--- src/ttg_pkg.sv ---
// Purpose: shared constants and types for the thermal telemetry and gain control block
// Assumes: AHB-Lite register access, 10 MHz hclk, 16-bit telemetry words
// Notes: byte offsets of the register map are listed below
// Behaviour
// - three gain modes: fixed high, fixed low, automatic; fixed high after reset
// - fixed modes hold their gain state and never switch automatically
// - auto: go low gain when hot-pixel percentage exceeds high-to-low population threshold
// - auto: go high gain when cold-pixel percentage exceeds low-to-high population threshold
// - conditions are evaluated only over pixels inside the gain region of interest
// - automatic gain may be selected only while radiometry is enabled
// - with external or manual correction, a gain switch starts no correction
// - telemetry modes: disabled by default, header before video, footer after video
// - telemetry mode changes only on an explicit control command
// - row A word 0: format revision, major upper byte, minor lower byte
// - row A words 1-2: 32-bit milliseconds since boot
// - row A words 3-4: the two status words
// - row A words 20-21: 32-bit count of output frames
// - row A: sensor temp words 23-24, housing temp words 25-26, counts then kelvin x100
// - each completed correction latches sensor temp, time and housing temp into row A
// - row A words 34-37: contrast-stretch region top, left, bottom, right
// - row A words 72-73: current video output format setting
// - row A word 74: log2 of frames integrated per correction
// - row B: emissivity 19, background 20, transmission 21, atmosphere 22
// - row C word 5: gain mode, 0 high, 1 low, 2 auto
// - row C word 6: effective gain state, 0 high, 1 low
// - row C word 7: 1 when a gain switch is desired
package ttg_pkg;
  localparam int ROW_WORDS = 80;
  localparam int CLK_HZ = 10_000_000;
  localparam int MS_PER_S = 1000;
  localparam int MS_CYCLES = CLK_HZ / MS_PER_S;
  localparam int PCT_FULL = 100;
  // register byte offsets
  localparam logic [7:0] A_CTRL = 8'h00;
  localparam logic [7:0] A_GTHR = 8'h04;
  localparam logic [7:0] A_GPOP = 8'h08;
  localparam logic [7:0] A_GROI0 = 8'h0C;
  localparam logic [7:0] A_GROI1 = 8'h10;
  localparam logic [7:0] A_STATUS = 8'h14;
  localparam logic [7:0] A_CSROI0 = 8'h18;
  localparam logic [7:0] A_CSROI1 = 8'h1C;
  localparam logic [7:0] A_VFMT = 8'h20;
  localparam logic [7:0] A_RADB0 = 8'h24;
  localparam logic [7:0] A_RADB1 = 8'h28;
  localparam logic [7:0] A_TELCMD = 8'h2C;
  localparam logic [7:0] A_STAT = 8'h30;
  localparam logic [7:0] A_FRMS = 8'h34;
  // control register and telemetry command register fields
  localparam int CTRL_GMODE_LSB = 0;
  localparam int CTRL_RAD_BIT = 2;
  localparam int CTRL_EXTFFC_BIT = 3;
  localparam int CTRL_LOG2_LSB = 4;
  localparam int TELCMD_GO_BIT = 2;
  // reset values
  localparam logic [31:0] CTRL_RST = 32'h0000_0030;
  localparam logic [15:0] REV_RST = 16'h0000;
  // row A word indices
  localparam int WA_REV = 0;
  localparam int WA_MS = 1;
  localparam int WA_ST = 3;
  localparam int WA_FRM = 20;
  localparam int WA_SENS = 23;
  localparam int WA_HOUS = 25;
  localparam int WA_FSENS = 29;
  localparam int WA_FMS = 30;
  localparam int WA_FHOUS = 32;
  localparam int WA_CSROI = 34;
  localparam int WA_VFMT = 72;
  localparam int WA_LOG2 = 74;
  // row B and C
  localparam int WB_EMIS = 19;
  localparam int WC_GMODE = 5;
  localparam int WC_GEFF = 6;
  localparam int WC_GDES = 7;
  typedef enum logic [1:0] {GM_HIGH, GM_LOW, GM_AUTO} ttg_gmode_e;
  typedef enum logic [1:0] {TM_OFF, TM_HEADER, TM_FOOTER} ttg_tmode_e;
  typedef struct packed {
    logic valid;
    logic [6:0] row;
    logic [6:0] col;
    logic [15:0] temp;
  } ttg_pix_s;
  typedef struct packed {
    logic [15:0] sens_cnt;
    logic [15:0] sens_k;
    logic [15:0] hous_cnt;
    logic [15:0] hous_k;
  } ttg_temp_s;
endpackage : ttg_pkg

--- src/ttg_core.sv ---
// Purpose: gain-state selection and telemetry row A/B/C generation, AHB-Lite registers
// Assumes: pixel stream and frame/correction events come from logic on hclk
// Notes: zero wait state slave; telemetry words are produced on request by row and index
//
// The implementer's own choices: the address map and the AHB-Lite interface to the registers.
module ttg_core #(
  parameter logic [15:0] TEL_REV = 16'h0101, // arbitrary value
  parameter int NUM_ROWS = 3
) (
  input wire logic hclk,
  input wire logic hresetn,
  input wire logic hsel,
  input wire logic [31:0] haddr,
  input wire logic [1:0] htrans,
  input wire logic hwrite,
  input wire logic [2:0] hsize,
  input wire logic [31:0] hwdata,
  input wire logic hready,
  output logic [31:0] hrdata,
  output logic hreadyout,
  output logic hresp,
  input wire ttg_pkg::ttg_pix_s pix,
  input wire logic frame_end,
  input wire logic ffc_done,
  input wire ttg_pkg::ttg_temp_s temps,
  input wire logic [31:0] status_words,
  input wire logic tel_req,
  input wire logic [1:0] tel_row,
  input wire logic [6:0] tel_idx,
  output logic [15:0] tel_word,
  output logic tel_valid,
  output logic [1:0] tel_mode,
  output logic gain_low,
  output logic gain_switch_desired,
  output logic ffc_request
);
  // control state
  logic [31:0] ctrl_r;
  logic [31:0] gthr_r, gpop_r, groi0_r, groi1_r, csroi0_r, csroi1_r, vfmt_r, radb0_r, radb1_r;
  logic [1:0] tmode_r;
  logic gain_low_r, des_r;
  logic [31:0] ms_r, frames_r, ms_snap_r, frames_snap_r;
  logic [31:0] ffc_ms_r;
  logic [15:0] ffc_sens_r, ffc_hous_r;
  logic [$clog2(ttg_pkg::MS_CYCLES)-1:0] ms_div_r;
  logic [12:0] roi_cnt_r, hot_cnt_r, cold_cnt_r;
  // bus address phase capture
  logic wr_pend_r;
  logic [7:0] wa_r;
  logic [1:0] gm;
  logic in_roi, go_low, go_high, auto_on;

  function automatic logic over_pct(input logic [12:0] n, input logic [12:0] tot,
      input logic [15:0] pct);
    over_pct = (32'(n) * ttg_pkg::PCT_FULL) > (32'(tot) * 32'(pct));
  endfunction

  assign gm = ctrl_r[ttg_pkg::CTRL_GMODE_LSB +: 2];
  assign auto_on = (gm == 2'(ttg_pkg::GM_AUTO)) && ctrl_r[ttg_pkg::CTRL_RAD_BIT];
  assign in_roi = pix.valid && pix.row >= groi0_r[6:0] && pix.col >= groi0_r[22:16]
    && pix.row <= groi1_r[6:0] && pix.col <= groi1_r[22:16];
  assign go_low = over_pct(hot_cnt_r, roi_cnt_r, gpop_r[15:0]);
  assign go_high = over_pct(cold_cnt_r, roi_cnt_r, gpop_r[31:16]);

  // ahb write path
  always_ff @(posedge hclk or negedge hresetn) begin
    if (!hresetn) begin
      wr_pend_r <= 1'b0;
      wa_r <= 8'h00;
    end else if (hready) begin
      wr_pend_r <= hsel && htrans[1] && hwrite;
      wa_r <= haddr[7:0];
    end
  end

  always_ff @(posedge hclk or negedge hresetn) begin
    if (!hresetn) begin
      ctrl_r <= ttg_pkg::CTRL_RST;
      gthr_r <= 32'h0000_0000;
      gpop_r <= 32'h0000_0000;
      groi0_r <= 32'h0000_0000;
      groi1_r <= 32'h0000_0000;
      csroi0_r <= 32'h0000_0000;
      csroi1_r <= 32'h0000_0000;
      vfmt_r <= 32'h0000_0000;
      radb0_r <= 32'h0000_0000;
      radb1_r <= 32'h0000_0000;
    end else if (wr_pend_r) begin
      case (wa_r)
        ttg_pkg::A_CTRL: begin
          // auto selection refused while radiometry is off: keep old mode
          if (hwdata[1:0] == 2'(ttg_pkg::GM_AUTO) && !hwdata[ttg_pkg::CTRL_RAD_BIT])
            ctrl_r <= {hwdata[31:2], ctrl_r[1:0]};
          else if (hwdata[1:0] == 2'h3)
            ctrl_r <= {hwdata[31:2], ctrl_r[1:0]};
          else
            ctrl_r <= hwdata;
        end
        ttg_pkg::A_GTHR: gthr_r <= hwdata;
        ttg_pkg::A_GPOP: gpop_r <= hwdata;
        ttg_pkg::A_GROI0: groi0_r <= hwdata;
        ttg_pkg::A_GROI1: groi1_r <= hwdata;
        ttg_pkg::A_CSROI0: csroi0_r <= hwdata;
        ttg_pkg::A_CSROI1: csroi1_r <= hwdata;
        ttg_pkg::A_VFMT: vfmt_r <= hwdata;
        ttg_pkg::A_RADB0: radb0_r <= hwdata;
        ttg_pkg::A_RADB1: radb1_r <= hwdata;
        default: ;
      endcase
    end
  end

  // telemetry mode only moves on an explicit command write
  always_ff @(posedge hclk or negedge hresetn) begin
    if (!hresetn)
      tmode_r <= 2'(ttg_pkg::TM_OFF);
    else if (wr_pend_r && wa_r == ttg_pkg::A_TELCMD && hwdata[ttg_pkg::TELCMD_GO_BIT]
        && hwdata[1:0] != 2'h3)
      tmode_r <= hwdata[1:0];
  end

  // millisecond time base and frame counter
  always_ff @(posedge hclk or negedge hresetn) begin
    if (!hresetn) begin
      ms_div_r <= '0;
      ms_r <= 32'h0000_0000;
      frames_r <= 32'h0000_0000;
      ms_snap_r <= 32'h0000_0000;
      frames_snap_r <= 32'h0000_0000;
    end else begin
      if (ms_div_r == ($clog2(ttg_pkg::MS_CYCLES))'(ttg_pkg::MS_CYCLES - 1)) begin
        ms_div_r <= '0;
        ms_r <= ms_r + 32'h0000_0001;
      end else begin
        ms_div_r <= ms_div_r + ($clog2(ttg_pkg::MS_CYCLES))'(1);
      end
      if (frame_end) begin
        frames_r <= frames_r + 32'h0000_0001;
        ms_snap_r <= ms_r;
        frames_snap_r <= frames_r + 32'h0000_0001;
      end
    end
  end

  // values latched at each completed correction
  always_ff @(posedge hclk or negedge hresetn) begin
    if (!hresetn) begin
      ffc_ms_r <= 32'h0000_0000;
      ffc_sens_r <= 16'h0000;
      ffc_hous_r <= 16'h0000;
    end else if (ffc_done) begin
      ffc_ms_r <= ms_r;
      ffc_sens_r <= temps.sens_k;
      ffc_hous_r <= temps.hous_k;
    end
  end

  // region population counters, cleared at each frame end
  always_ff @(posedge hclk or negedge hresetn) begin
    if (!hresetn) begin
      roi_cnt_r <= 13'h0000;
      hot_cnt_r <= 13'h0000;
      cold_cnt_r <= 13'h0000;
    end else if (frame_end) begin
      roi_cnt_r <= 13'h0000;
      hot_cnt_r <= 13'h0000;
      cold_cnt_r <= 13'h0000;
    end else if (in_roi) begin
      roi_cnt_r <= roi_cnt_r + 13'h0001;
      if (pix.temp > gthr_r[15:0])
        hot_cnt_r <= hot_cnt_r + 13'h0001;
      if (pix.temp < gthr_r[31:16])
        cold_cnt_r <= cold_cnt_r + 13'h0001;
    end
  end

  // gain state: fixed modes follow the control register every cycle, auto decided once per frame
  always_ff @(posedge hclk or negedge hresetn) begin
    if (!hresetn) begin
      gain_low_r <= 1'b0;
      des_r <= 1'b0;
      ffc_request <= 1'b0;
    end else begin
      ffc_request <= 1'b0;
      case (gm)
        2'(ttg_pkg::GM_HIGH): begin
          gain_low_r <= 1'b0;
          des_r <= 1'b0;
        end
        2'(ttg_pkg::GM_LOW): begin
          gain_low_r <= 1'b1;
          des_r <= 1'b0;
        end
        default: begin
          if (auto_on && frame_end && roi_cnt_r != 13'h0000) begin
            des_r <= gain_low_r ? go_high : go_low;
            if (!gain_low_r && go_low) begin
              gain_low_r <= 1'b1;
              ffc_request <= !ctrl_r[ttg_pkg::CTRL_EXTFFC_BIT];
            end else if (gain_low_r && go_high) begin
              gain_low_r <= 1'b0;
              ffc_request <= !ctrl_r[ttg_pkg::CTRL_EXTFFC_BIT];
            end
          end
        end
      endcase
    end
  end

  // telemetry word mux, one-cycle latency
  always_ff @(posedge hclk or negedge hresetn) begin
    if (!hresetn) begin
      tel_word <= 16'h0000;
      tel_valid <= 1'b0;
    end else begin
      tel_valid <= tel_req;
      tel_word <= 16'h0000;
      if (tel_req && 32'(tel_row) < NUM_ROWS && 32'(tel_idx) < ttg_pkg::ROW_WORDS) begin
        case (tel_row)
          2'd0: begin
            case (32'(tel_idx))
              ttg_pkg::WA_REV: tel_word <= TEL_REV;
              ttg_pkg::WA_MS: tel_word <= ms_snap_r[15:0];
              ttg_pkg::WA_MS + 1: tel_word <= ms_snap_r[31:16];
              ttg_pkg::WA_ST: tel_word <= status_words[15:0];
              ttg_pkg::WA_ST + 1: tel_word <= status_words[31:16];
              ttg_pkg::WA_FRM: tel_word <= frames_snap_r[15:0];
              ttg_pkg::WA_FRM + 1: tel_word <= frames_snap_r[31:16];
              ttg_pkg::WA_SENS: tel_word <= temps.sens_cnt;
              ttg_pkg::WA_SENS + 1: tel_word <= temps.sens_k;
              ttg_pkg::WA_HOUS: tel_word <= temps.hous_cnt;
              ttg_pkg::WA_HOUS + 1: tel_word <= temps.hous_k;
              ttg_pkg::WA_FSENS: tel_word <= ffc_sens_r;
              ttg_pkg::WA_FMS: tel_word <= ffc_ms_r[15:0];
              ttg_pkg::WA_FMS + 1: tel_word <= ffc_ms_r[31:16];
              ttg_pkg::WA_FHOUS: tel_word <= ffc_hous_r;
              ttg_pkg::WA_CSROI: tel_word <= csroi0_r[15:0];
              ttg_pkg::WA_CSROI + 1: tel_word <= csroi0_r[31:16];
              ttg_pkg::WA_CSROI + 2: tel_word <= csroi1_r[15:0];
              ttg_pkg::WA_CSROI + 3: tel_word <= csroi1_r[31:16];
              ttg_pkg::WA_VFMT: tel_word <= vfmt_r[15:0];
              ttg_pkg::WA_VFMT + 1: tel_word <= vfmt_r[31:16];
              ttg_pkg::WA_LOG2: tel_word <= {13'h0000, ctrl_r[ttg_pkg::CTRL_LOG2_LSB +: 3]};
              default: tel_word <= 16'h0000;
            endcase
          end
          2'd1: begin
            case (32'(tel_idx))
              ttg_pkg::WB_EMIS: tel_word <= radb0_r[15:0];
              ttg_pkg::WB_EMIS + 1: tel_word <= radb0_r[31:16];
              ttg_pkg::WB_EMIS + 2: tel_word <= radb1_r[15:0];
              ttg_pkg::WB_EMIS + 3: tel_word <= radb1_r[31:16];
              default: tel_word <= 16'h0000;
            endcase
          end
          default: begin
            case (32'(tel_idx))
              ttg_pkg::WC_GMODE: tel_word <= {14'h0000, gm};
              ttg_pkg::WC_GEFF: tel_word <= {15'h0000, gain_low_r};
              ttg_pkg::WC_GDES: tel_word <= {15'h0000, des_r};
              default: tel_word <= 16'h0000;
            endcase
          end
        endcase
      end
    end
  end

  // ahb read data, registered in the data phase
  always_ff @(posedge hclk or negedge hresetn) begin
    if (!hresetn) begin
      hrdata <= 32'h0000_0000;
    end else if (hready && hsel && htrans[1] && !hwrite) begin
      case (haddr[7:0])
        ttg_pkg::A_CTRL: hrdata <= ctrl_r;
        ttg_pkg::A_GTHR: hrdata <= gthr_r;
        ttg_pkg::A_GPOP: hrdata <= gpop_r;
        ttg_pkg::A_GROI0: hrdata <= groi0_r;
        ttg_pkg::A_GROI1: hrdata <= groi1_r;
        ttg_pkg::A_CSROI0: hrdata <= csroi0_r;
        ttg_pkg::A_CSROI1: hrdata <= csroi1_r;
        ttg_pkg::A_VFMT: hrdata <= vfmt_r;
        ttg_pkg::A_RADB0: hrdata <= radb0_r;
        ttg_pkg::A_RADB1: hrdata <= radb1_r;
        ttg_pkg::A_TELCMD: hrdata <= {30'h0000_0000, tmode_r};
        ttg_pkg::A_STAT: hrdata <= {29'h0000_0000, des_r, gain_low_r, auto_on};
        ttg_pkg::A_FRMS: hrdata <= frames_r;
        ttg_pkg::A_STATUS: hrdata <= ms_r;
        default: hrdata <= 32'h0000_0000;
      endcase
    end
  end

  // flop the simple outputs
  always_ff @(posedge hclk or negedge hresetn) begin
    if (!hresetn) begin
      hreadyout <= 1'b1;
      hresp <= 1'b0;
      tel_mode <= 2'(ttg_pkg::TM_OFF);
      gain_low <= 1'b0;
      gain_switch_desired <= 1'b0;
    end else begin
      hreadyout <= 1'b1;
      hresp <= 1'b0;
      tel_mode <= tmode_r;
      gain_low <= gain_low_r;
      gain_switch_desired <= des_r;
    end
  end
endmodule // ttg_core

--- config.mk ---
export PLATFORM = sky130hd
export DESIGN_NAME = ttg_core
export DESIGN_NICKNAME = d
export VERILOG_FILES = /design/src/ttg_pkg.sv /design/src/ttg_core.sv
export SDC_FILE = /design/constraint.sdc
export NUM_CORES = 2
export LEC_CHECK = 0
export BUFFER_PORTS_ARGS = -buffer_cell sky130_fd_sc_hd__clkbuf_2
export CAP_MARGIN = 40
export CORE_MARGIN = 2
export CORE_UTILIZATION = 33
export CTS_CLUSTER_DIAMETER = 30
export DETAILED_ROUTE_END_ITERATION = 12
export PLACE_DENSITY_LB_ADDON = 0.15
export SYNTH_ARGS = -nofsm -noshare
export SYNTH_HDL_FRONTEND = slang
export SYNTH_SLANG_ARGS = --single-unit
--- constraint.sdc ---
create_clock -name hclk -period 8.3 [get_ports hclk]
set_input_delay 0 -clock hclk [delete_from_list [all_inputs] [get_ports hclk]]
set_output_delay 0 -clock hclk [all_outputs]
set_load 0.005 [all_outputs]
Yosys cells after proc, flatten, opt, wreduce, memory -nomap -nowiden
Index checks and enable logic that the tools add are counted.
- bits of input ports: 213
- flip-flop bits (word level): 600
- logic and storage cells: 188
- multiplexer cells: 26
- reductions and logical operators: 51
- equality and inequality tests: 56
- multipliers: 4
- $add $sub $neg: 6
- order comparisons: 10
- bitwise logic cells: 2
- operators by type and width (cell ; number):
    case mux 32 bit (14 select lines) ; 1
    case mux 16 bit (22 select lines) ; 1
    two-way mux 13 bit ; 8
    equality test 8 x 6 -> 1 bit (second input constant) ; 10
    equality test 7 x 5 -> 1 bit (second input constant) ; 11
    adder 32 x 1 -> 32 bit (second input constant) ; 2
    case mux 16 bit (4 select lines) ; 1
    greater-than comparator 20 x 29 -> 1 bit ; 2
    multiplier 13 x 16 -> 29 bit ; 2
    equality test 8 x 5 -> 1 bit (second input constant) ; 7
    adder 13 x 1 -> 13 bit (second input constant) ; 3
    multiplier 13 x 5 -> 18 bit (second input constant) ; 2
    equality test 7 x 6 -> 1 bit (second input constant) ; 5
    equality test 8 x 4 -> 1 bit (second input constant) ; 4
    case mux 16 bit (2 select lines) ; 1
    equality test 7 x 3 -> 1 bit (second input constant) ; 4
    AND reduction 2 bit ; 13
    equality test 7 bit (second input constant) ; 3
    logical AND 1 bit ; 20
    equality test 8 x 3 -> 1 bit (second input constant) ; 2
    greater-than comparator 16 bit ; 1
    logical NOT 8 bit ; 2
    less-than comparator 16 bit ; 1
    two-way mux 16 bit ; 1
    25 further kinds ; 48

Logic depth before layout (Yosys ltp)
- depth after elaboration: 7
- mapped depth: 32

Least setup slack after synthesis
OpenSTA, ideal clock, no wires.
- path kind: flip-flop to flip-flop
- start point: register roi_cnt_r[2]
- end point: register gain_low_r
- period minus slack after synthesis: 6.938 ns
- library setup time: 0.082 ns
- slack: 1.362 ns
- data arrival time: 6.856 ns
- required time: 8.218 ns
- stages on the path, launching flop included: 31
- path through: dfrtp_1 clkbuf_1 clkbuf_1 and2_1 fa_1 inv_1 fa_1 inv_1 fa_1 inv_1 fa_1 fa_1 inv_1 ha_1 a21oi_1 o21ai_0 o31ai_1 o21ai_0 a21o_1 a21oi_1 xnor2_1 ha_1 nand4_1 nor4_1 nand2_1 nand3_1 or4_1 a2111oi_2 and4bb_2 nand4_1 a31oi_1
- cells in the longest elaborated chain, start to end: 6
- ends and longest elaborated chain (item ; RTL line ; text):
    from (decl) ; ttg_core.sv:46 ; logic [12:0] roi_cnt_r, hot_cnt_r, cold_cnt_r;
    from (signal assigned) ; ttg_core.sv:169 ; roi_cnt_r <= roi_cnt_r + 13'h0001;
    multiplier 13 x 16 -> 29 bit ; ttg_core.sv:55 ; over_pct = (32'(n) * ttg_pkg::PCT_FULL) > (32'(tot) * 32'(pct));
    greater-than comparator 20 x 29 -> 1 bit ; ttg_core.sv:55 ;
    logical AND 1 bit ; ttg_core.sv:197 ; if (!gain_low_r && go_low) begin
    two-way mux 1 bit ; ttg_core.sv:197 ;
    two-way mux 1 bit ; ttg_core.sv:195 ; if (auto_on && frame_end && roi_cnt_r != 13'h0000) begin
    case mux 1 bit (2 select lines) ; ttg_core.sv:185 ; case (gm)
    to (signal assigned) ; ttg_core.sv:187 ; gain_low_r <= 1'b0;
    to (signal assigned) ; ttg_core.sv:198 ; gain_low_r <= 1'b1;
    to (signal assigned) ; ttg_core.sv:201 ; gain_low_r <= 1'b0;
    to (decl) ; ttg_core.sv:41 ; logic gain_low_r, des_r;
Parallel ways exist; a longest one is shown, timed or not. The select of a mux whose other input is x is not followed.
A chain may end at the register's enable or synchronous reset.

Worst setup path in the final report
- start point: register roi_cnt_r[1]
- end point: register gain_low_r
Same word-level chain as after synthesis.

==> impl_results.html <==
<table>
<tr><th>Metric</th><th>Value</th></tr>
<tr><th colspan="2">Synth</th></tr>
<tr><td>Most common cell in the synthesized netlist</td><td>sky130_fd_sc_hd__dfrtp_1</td></tr>
<tr><td>Warnings from Yosys</td><td>0</td></tr>
<tr><td>Largest area contributor in the netlist</td><td>sky130_fd_sc_hd__dfrtp_1</td></tr>
<tr><td>Nets in the synthesized netlist</td><td>5502</td></tr>
<tr><td>Commonest cells in the synthesized netlist</td><td>598 x sky130_fd_sc_hd__dfrtp_1, 596 x sky130_fd_sc_hd__inv_1, 439 x sky130_fd_sc_hd__nand2_1</td></tr>
<tr><td>Per-instance average area after synthesis</td><td>10.00 sq um</td></tr>
<tr><td>Number of flops mapped to enable cells by yosys</td><td>0</td></tr>
<tr><td>Top-area cell type share of the netlist area</td><td>32.31%</td></tr>
<tr><td>Flop and latch count out of synthesis</td><td>600</td></tr>
<tr><td>Asr flop ratio synth</td><td>100.0%</td></tr>
<tr><td>Post-synth cell types</td><td>80</td></tr>
<tr><td>Top post-synthesis cells by area</td><td>sky130_fd_sc_hd__dfrtp_1 32%, sky130_fd_sc_hd__fa_1 14%, sky130_fd_sc_hd__mux2_2 9.5%, sky130_fd_sc_hd__ha_1 9.1%, sky130_fd_sc_hd__inv_1 4.8%</td></tr>
<tr><td>Leading register cell type out of synthesis</td><td>sky130_fd_sc_hd__dfrtp_1</td></tr>
<tr><td>Syn Std Cell Area</td><td>0.04631 sq mm</td></tr>
<tr><td>Number of cells produced by synthesis</td><td>4629</td></tr>
<tr><td>Part of the Yosys area used for sequential elements</td><td>32.43%</td></tr>
<tr><th colspan="2">Drt</th></tr>
<tr><td>Routed Wire Length</td><td>169.2 mm</td></tr>
<tr><td>Residual DRC count</td><td>0</td></tr>
<tr><td>DR WL/cell</td><td>24.13 um</td></tr>
<tr><td>Count of TritonRoute iterations in the first routing pass</td><td>8</td></tr>
<tr><td>Vias per cell</td><td>5.331</td></tr>
<tr><td>Total number of vias</td><td>37370</td></tr>
<tr><td>DRT antenna net count</td><td>0</td></tr>
<tr><td>Starting DRT DRC Count</td><td>2910</td></tr>
<tr><th colspan="2">STA</th></tr>
<tr><td>Shortest clock period the worst path allows after layout</td><td>7726 ps</td></tr>
<tr><td>Setup TNS Final</td><td>0 ps</td></tr>
<tr><td>Final Hold Fails</td><td>0</td></tr>
<tr><td>Setup clock skew after layout</td><td>54.36 ps</td></tr>
<tr><td>Rel. slew slack</td><td>29.10%</td></tr>
<tr><td>Pin slew with the least headroom to its limit</td><td>1064 ps</td></tr>
<tr><td>Max Freq</td><td>129.4 MHz</td></tr>
<tr><td>RSZ-0062 raised after global routing</td><td>false</td></tr>
<tr><td>Total setup violations reported at the end of the flow</td><td>0</td></tr>
<tr><td>Period Utilization, post-route</td><td>93.08%</td></tr>
<tr><td>Count of final max-slew check failures</td><td>0</td></tr>
<tr><td>Final hold slack</td><td>26.00 ps</td></tr>
<tr><th colspan="2">Status</th></tr>
<tr><td>Result of the run</td><td>complete, no violations</td></tr>
<tr><th colspan="2">Job</th></tr>
<tr><td>Max-cap violations</td><td>0</td></tr>
<tr><th colspan="2">Die</th></tr>
<tr><td>Number of primary I/O pins</td><td>269</td></tr>
<tr><td>Chip width</td><td>378.6 um</td></tr>
<tr><td>Die height</td><td>378.6 um</td></tr>
<tr><td>Initial Util</td><td>33.23%</td></tr>
<tr><td>FP Rows</td><td>137</td></tr>
<tr><td>Die area</td><td>0.1433 sq mm</td></tr>
<tr><td>Core area</td><td>0.1394 sq mm</td></tr>
<tr><th colspan="2">Finish</th></tr>
<tr><td>Finished Layout Cells</td><td>7010</td></tr>
<tr><td>Fraction of final layout cells sized beyond drive strength 1</td><td>20.48%</td></tr>
<tr><td>Area growth syn-to-layout</td><td>23.16%</td></tr>
<tr><td>Post-layout utilization of the core</td><td>40.93%</td></tr>
<tr><td>Post-layout nets</td><td>5873</td></tr>
<tr><th colspan="2">Critical path</th></tr>
<tr><td>Dominant cell type by count on the critical path</td><td>sky130_fd_sc_hd__fa_1</td></tr>
<tr><td>Type of the worst setup path</td><td>reg2reg</td></tr>
<tr><td>Cell with the biggest individual delay on the critical path</td><td>sky130_fd_sc_hd__dfrtp_1</td></tr>
<tr><td>Category of the worst setup path launch point</td><td>flip-flop</td></tr>
<tr><td>Crit path capture type</td><td>flip-flop</td></tr>
<tr><td>Crit path max fanout</td><td>19</td></tr>
<tr><td>WP data required</td><td>8960 ps</td></tr>
<tr><td>Endpoint arrival time on the critical path</td><td>8380 ps</td></tr>
<tr><td>Worst stage delay on the critical path</td><td>630 ps</td></tr>
<tr><th colspan="2">CTS</th></tr>
<tr><td>Buffer type at the clock tree root</td><td>sky130_fd_sc_hd__clkbuf_16</td></tr>
<tr><td>CTS tree</td><td>done</td></tr>
<tr><td>TritonCTS Buffers</td><td>156</td></tr>
<tr><td>Clock-pin slew on the worst setup and hold paths</td><td>40 ps</td></tr>
<tr><td>Longest Clk Path Bufs</td><td>3</td></tr>
<tr><td>Clock latency at the later pin of the worst-skew pair</td><td>800 ps</td></tr>
<tr><td>PostCTS Resize Cnt</td><td>0</td></tr>
<tr><td>Count of clock tree sinks</td><td>600</td></tr>
<tr><td>Number of H-tree levels</td><td>4</td></tr>
<tr><th colspan="2">GRT</th></tr>
<tr><td>Via count of the first global-routing pass</td><td>38190</td></tr>
<tr><td>Global routing usage summed across all routing layers</td><td>23.77%</td></tr>
<tr><td>Global-route wire length before repair</td><td>253.3 mm</td></tr>
<tr><td>Pin count of the biggest net entering global routing</td><td>158</td></tr>
<tr><td>Antenna violations before repair</td><td>11</td></tr>
<tr><td>Grt total ovfl</td><td>0</td></tr>
<tr><th colspan="2">Pwr</th></tr>
<tr><td>Static power due to leakage</td><td>0.02733 uW</td></tr>
<tr><td>Highest ir drop seen on vdd</td><td>0.0001688 V</td></tr>
<tr><td>Power per unit of standard cell area</td><td>181.3 mW/mm^2</td></tr>
<tr><th colspan="2">Place</th></tr>
<tr><td>Count of port buffers added during placement</td><td>238</td></tr>
<tr><td>Hpwl dp</td><td>123.3 mm</td></tr>
<tr><td>Last weighted congestion value of the routability-driven placer</td><td>0.8620</td></tr>
<tr><td>Number of instances in the placed design</td><td>6571</td></tr>
<tr><th colspan="2">Hold path</th></tr>
<tr><td>Worst Hold Class</td><td>in2reg</td></tr>
</table>
through the flow:
stage	setup slack [ps]	instance area [sq um]	power, uW
finish	574.5	57030	10340
global route	55.78	57030	10660
CTS	576.2	57030	10410
detailed placement	621.8	49840	3761
global placement	665.9	49630	3745
floorplan	1362	46310	3438
cell families after synthesis:
family | share of synthesized area, %
multiplexers | 9.654
XOR/XNOR | 3.121
AO/OA/AOI/OAI | 12.44
other | 0.01622
buffers and inverters | 7.173
adder cells (fa/ha/maj) | 23.08
flip-flops | 32.43
AND/OR/NAND/NOR | 12.08
cell type report:
| cell class | instances | area, sq um |
|---|---|---|
| Antenna cell | 3 | 7.507 |
| Inverter | 596 | 2237 |
| Clock inverter | 86 | 1300 |
| Clock buffer | 203 | 4393 |
| Tap cell | 1876 | 2347 |
| Timing Repair Buffer | 481 | 3598 |
| Fill cell | 13680 | 82330 |
| Sequential cell | 600 | 15020 |
| Multi-Input combinational cell | 3165 | 28130 |
worst paths after layout:
path	cells past startpoint	end	from	slack, ps
max	28	gain_low_r	roi_cnt_r[1]	570
min	5	hrdata[6]	hwrite	30
max reg2reg	28	gain_low_r	roi_cnt_r[1]	570
min reg2reg	1	ms_div_r[0]	ms_div_r[0]	460
max in group asynchronous	4	csroi0_r[14]	hresetn	6860
min in group asynchronous	3	ctrl_r[5]	hresetn	440
state kept, by name, summed over array words and instances, names as in the netlist, 13 cells and up:
signal / count
cold_cnt_r: 13
csroi0_r: 32
csroi1_r: 32
ctrl_r: 32
ffc_hous_r: 16
ffc_ms_r: 32
ffc_sens_r: 16
frames_snap_r: 32
gpop_r: 32
groi0_r: 32
groi1_r: 32
gthr_r: 32
hot_cnt_r: 13
hrdata: 32
ms_div_r: 14
ms_r: 32
ms_snap_r: 32
radb0_r: 32
radb1_r: 32
roi_cnt_r: 13
tel_word: 16
vfmt_r: 32
cell usage in the layout (no fill, tap or decap), drive strengths merged, types with 109 or more instances in the layout:
master / Yosys / routed
a21oi: 109 / 109
a22oi: 109 / 109
and2: 200 / 200
clkbuf: 214 / 438
dfrtp: 598 / 598
dlygate4sd3: 0 / 146
fa: 324 / 324
ha: 336 / 336
inv: 596 / 603
mux2: 389 / 389
nand2: 439 / 439
nor2: 193 / 193
o21ai: 120 / 120
xnor2: 111 / 111
per-layer routing:
layer / track usage, % / routed length [um]
met1: 33.28 / 77910
met4: 6.946 / 4396
met5: 0 / 27
met2: 37.07 / 75550
met3: 4.644 / 11280
timing repair:
item	CTS	global route
buffers inserted	0	0
hold buffers	147	0
hold endpoints to repair	564	0
critical path: cells and delay by family, from the launching register on:
family / cells / cell delay, ps
compound gates: 8 / 1990
xor+xnor: 1 / 140
fa+ha+maj: 7 / 3080
buf+inv: 4 / 210
flops: 1 / 630
simple gates: 8 / 1570
power by group:
| group | switching, uW | leakage (uW) | internal [uW] | total (uW) |
|---|---|---|---|---|
| Combinational | 317 | 0.0170 | 242 | 560 |
| Clock | 2050 | 0.00276 | 4500 | 6550 |
| Sequential | 170 | 0.00758 | 3060 | 3230 |
| Total | 2530 | 0.0273 | 7810 | 10300 |
Power figures use the tool's default switching activity.
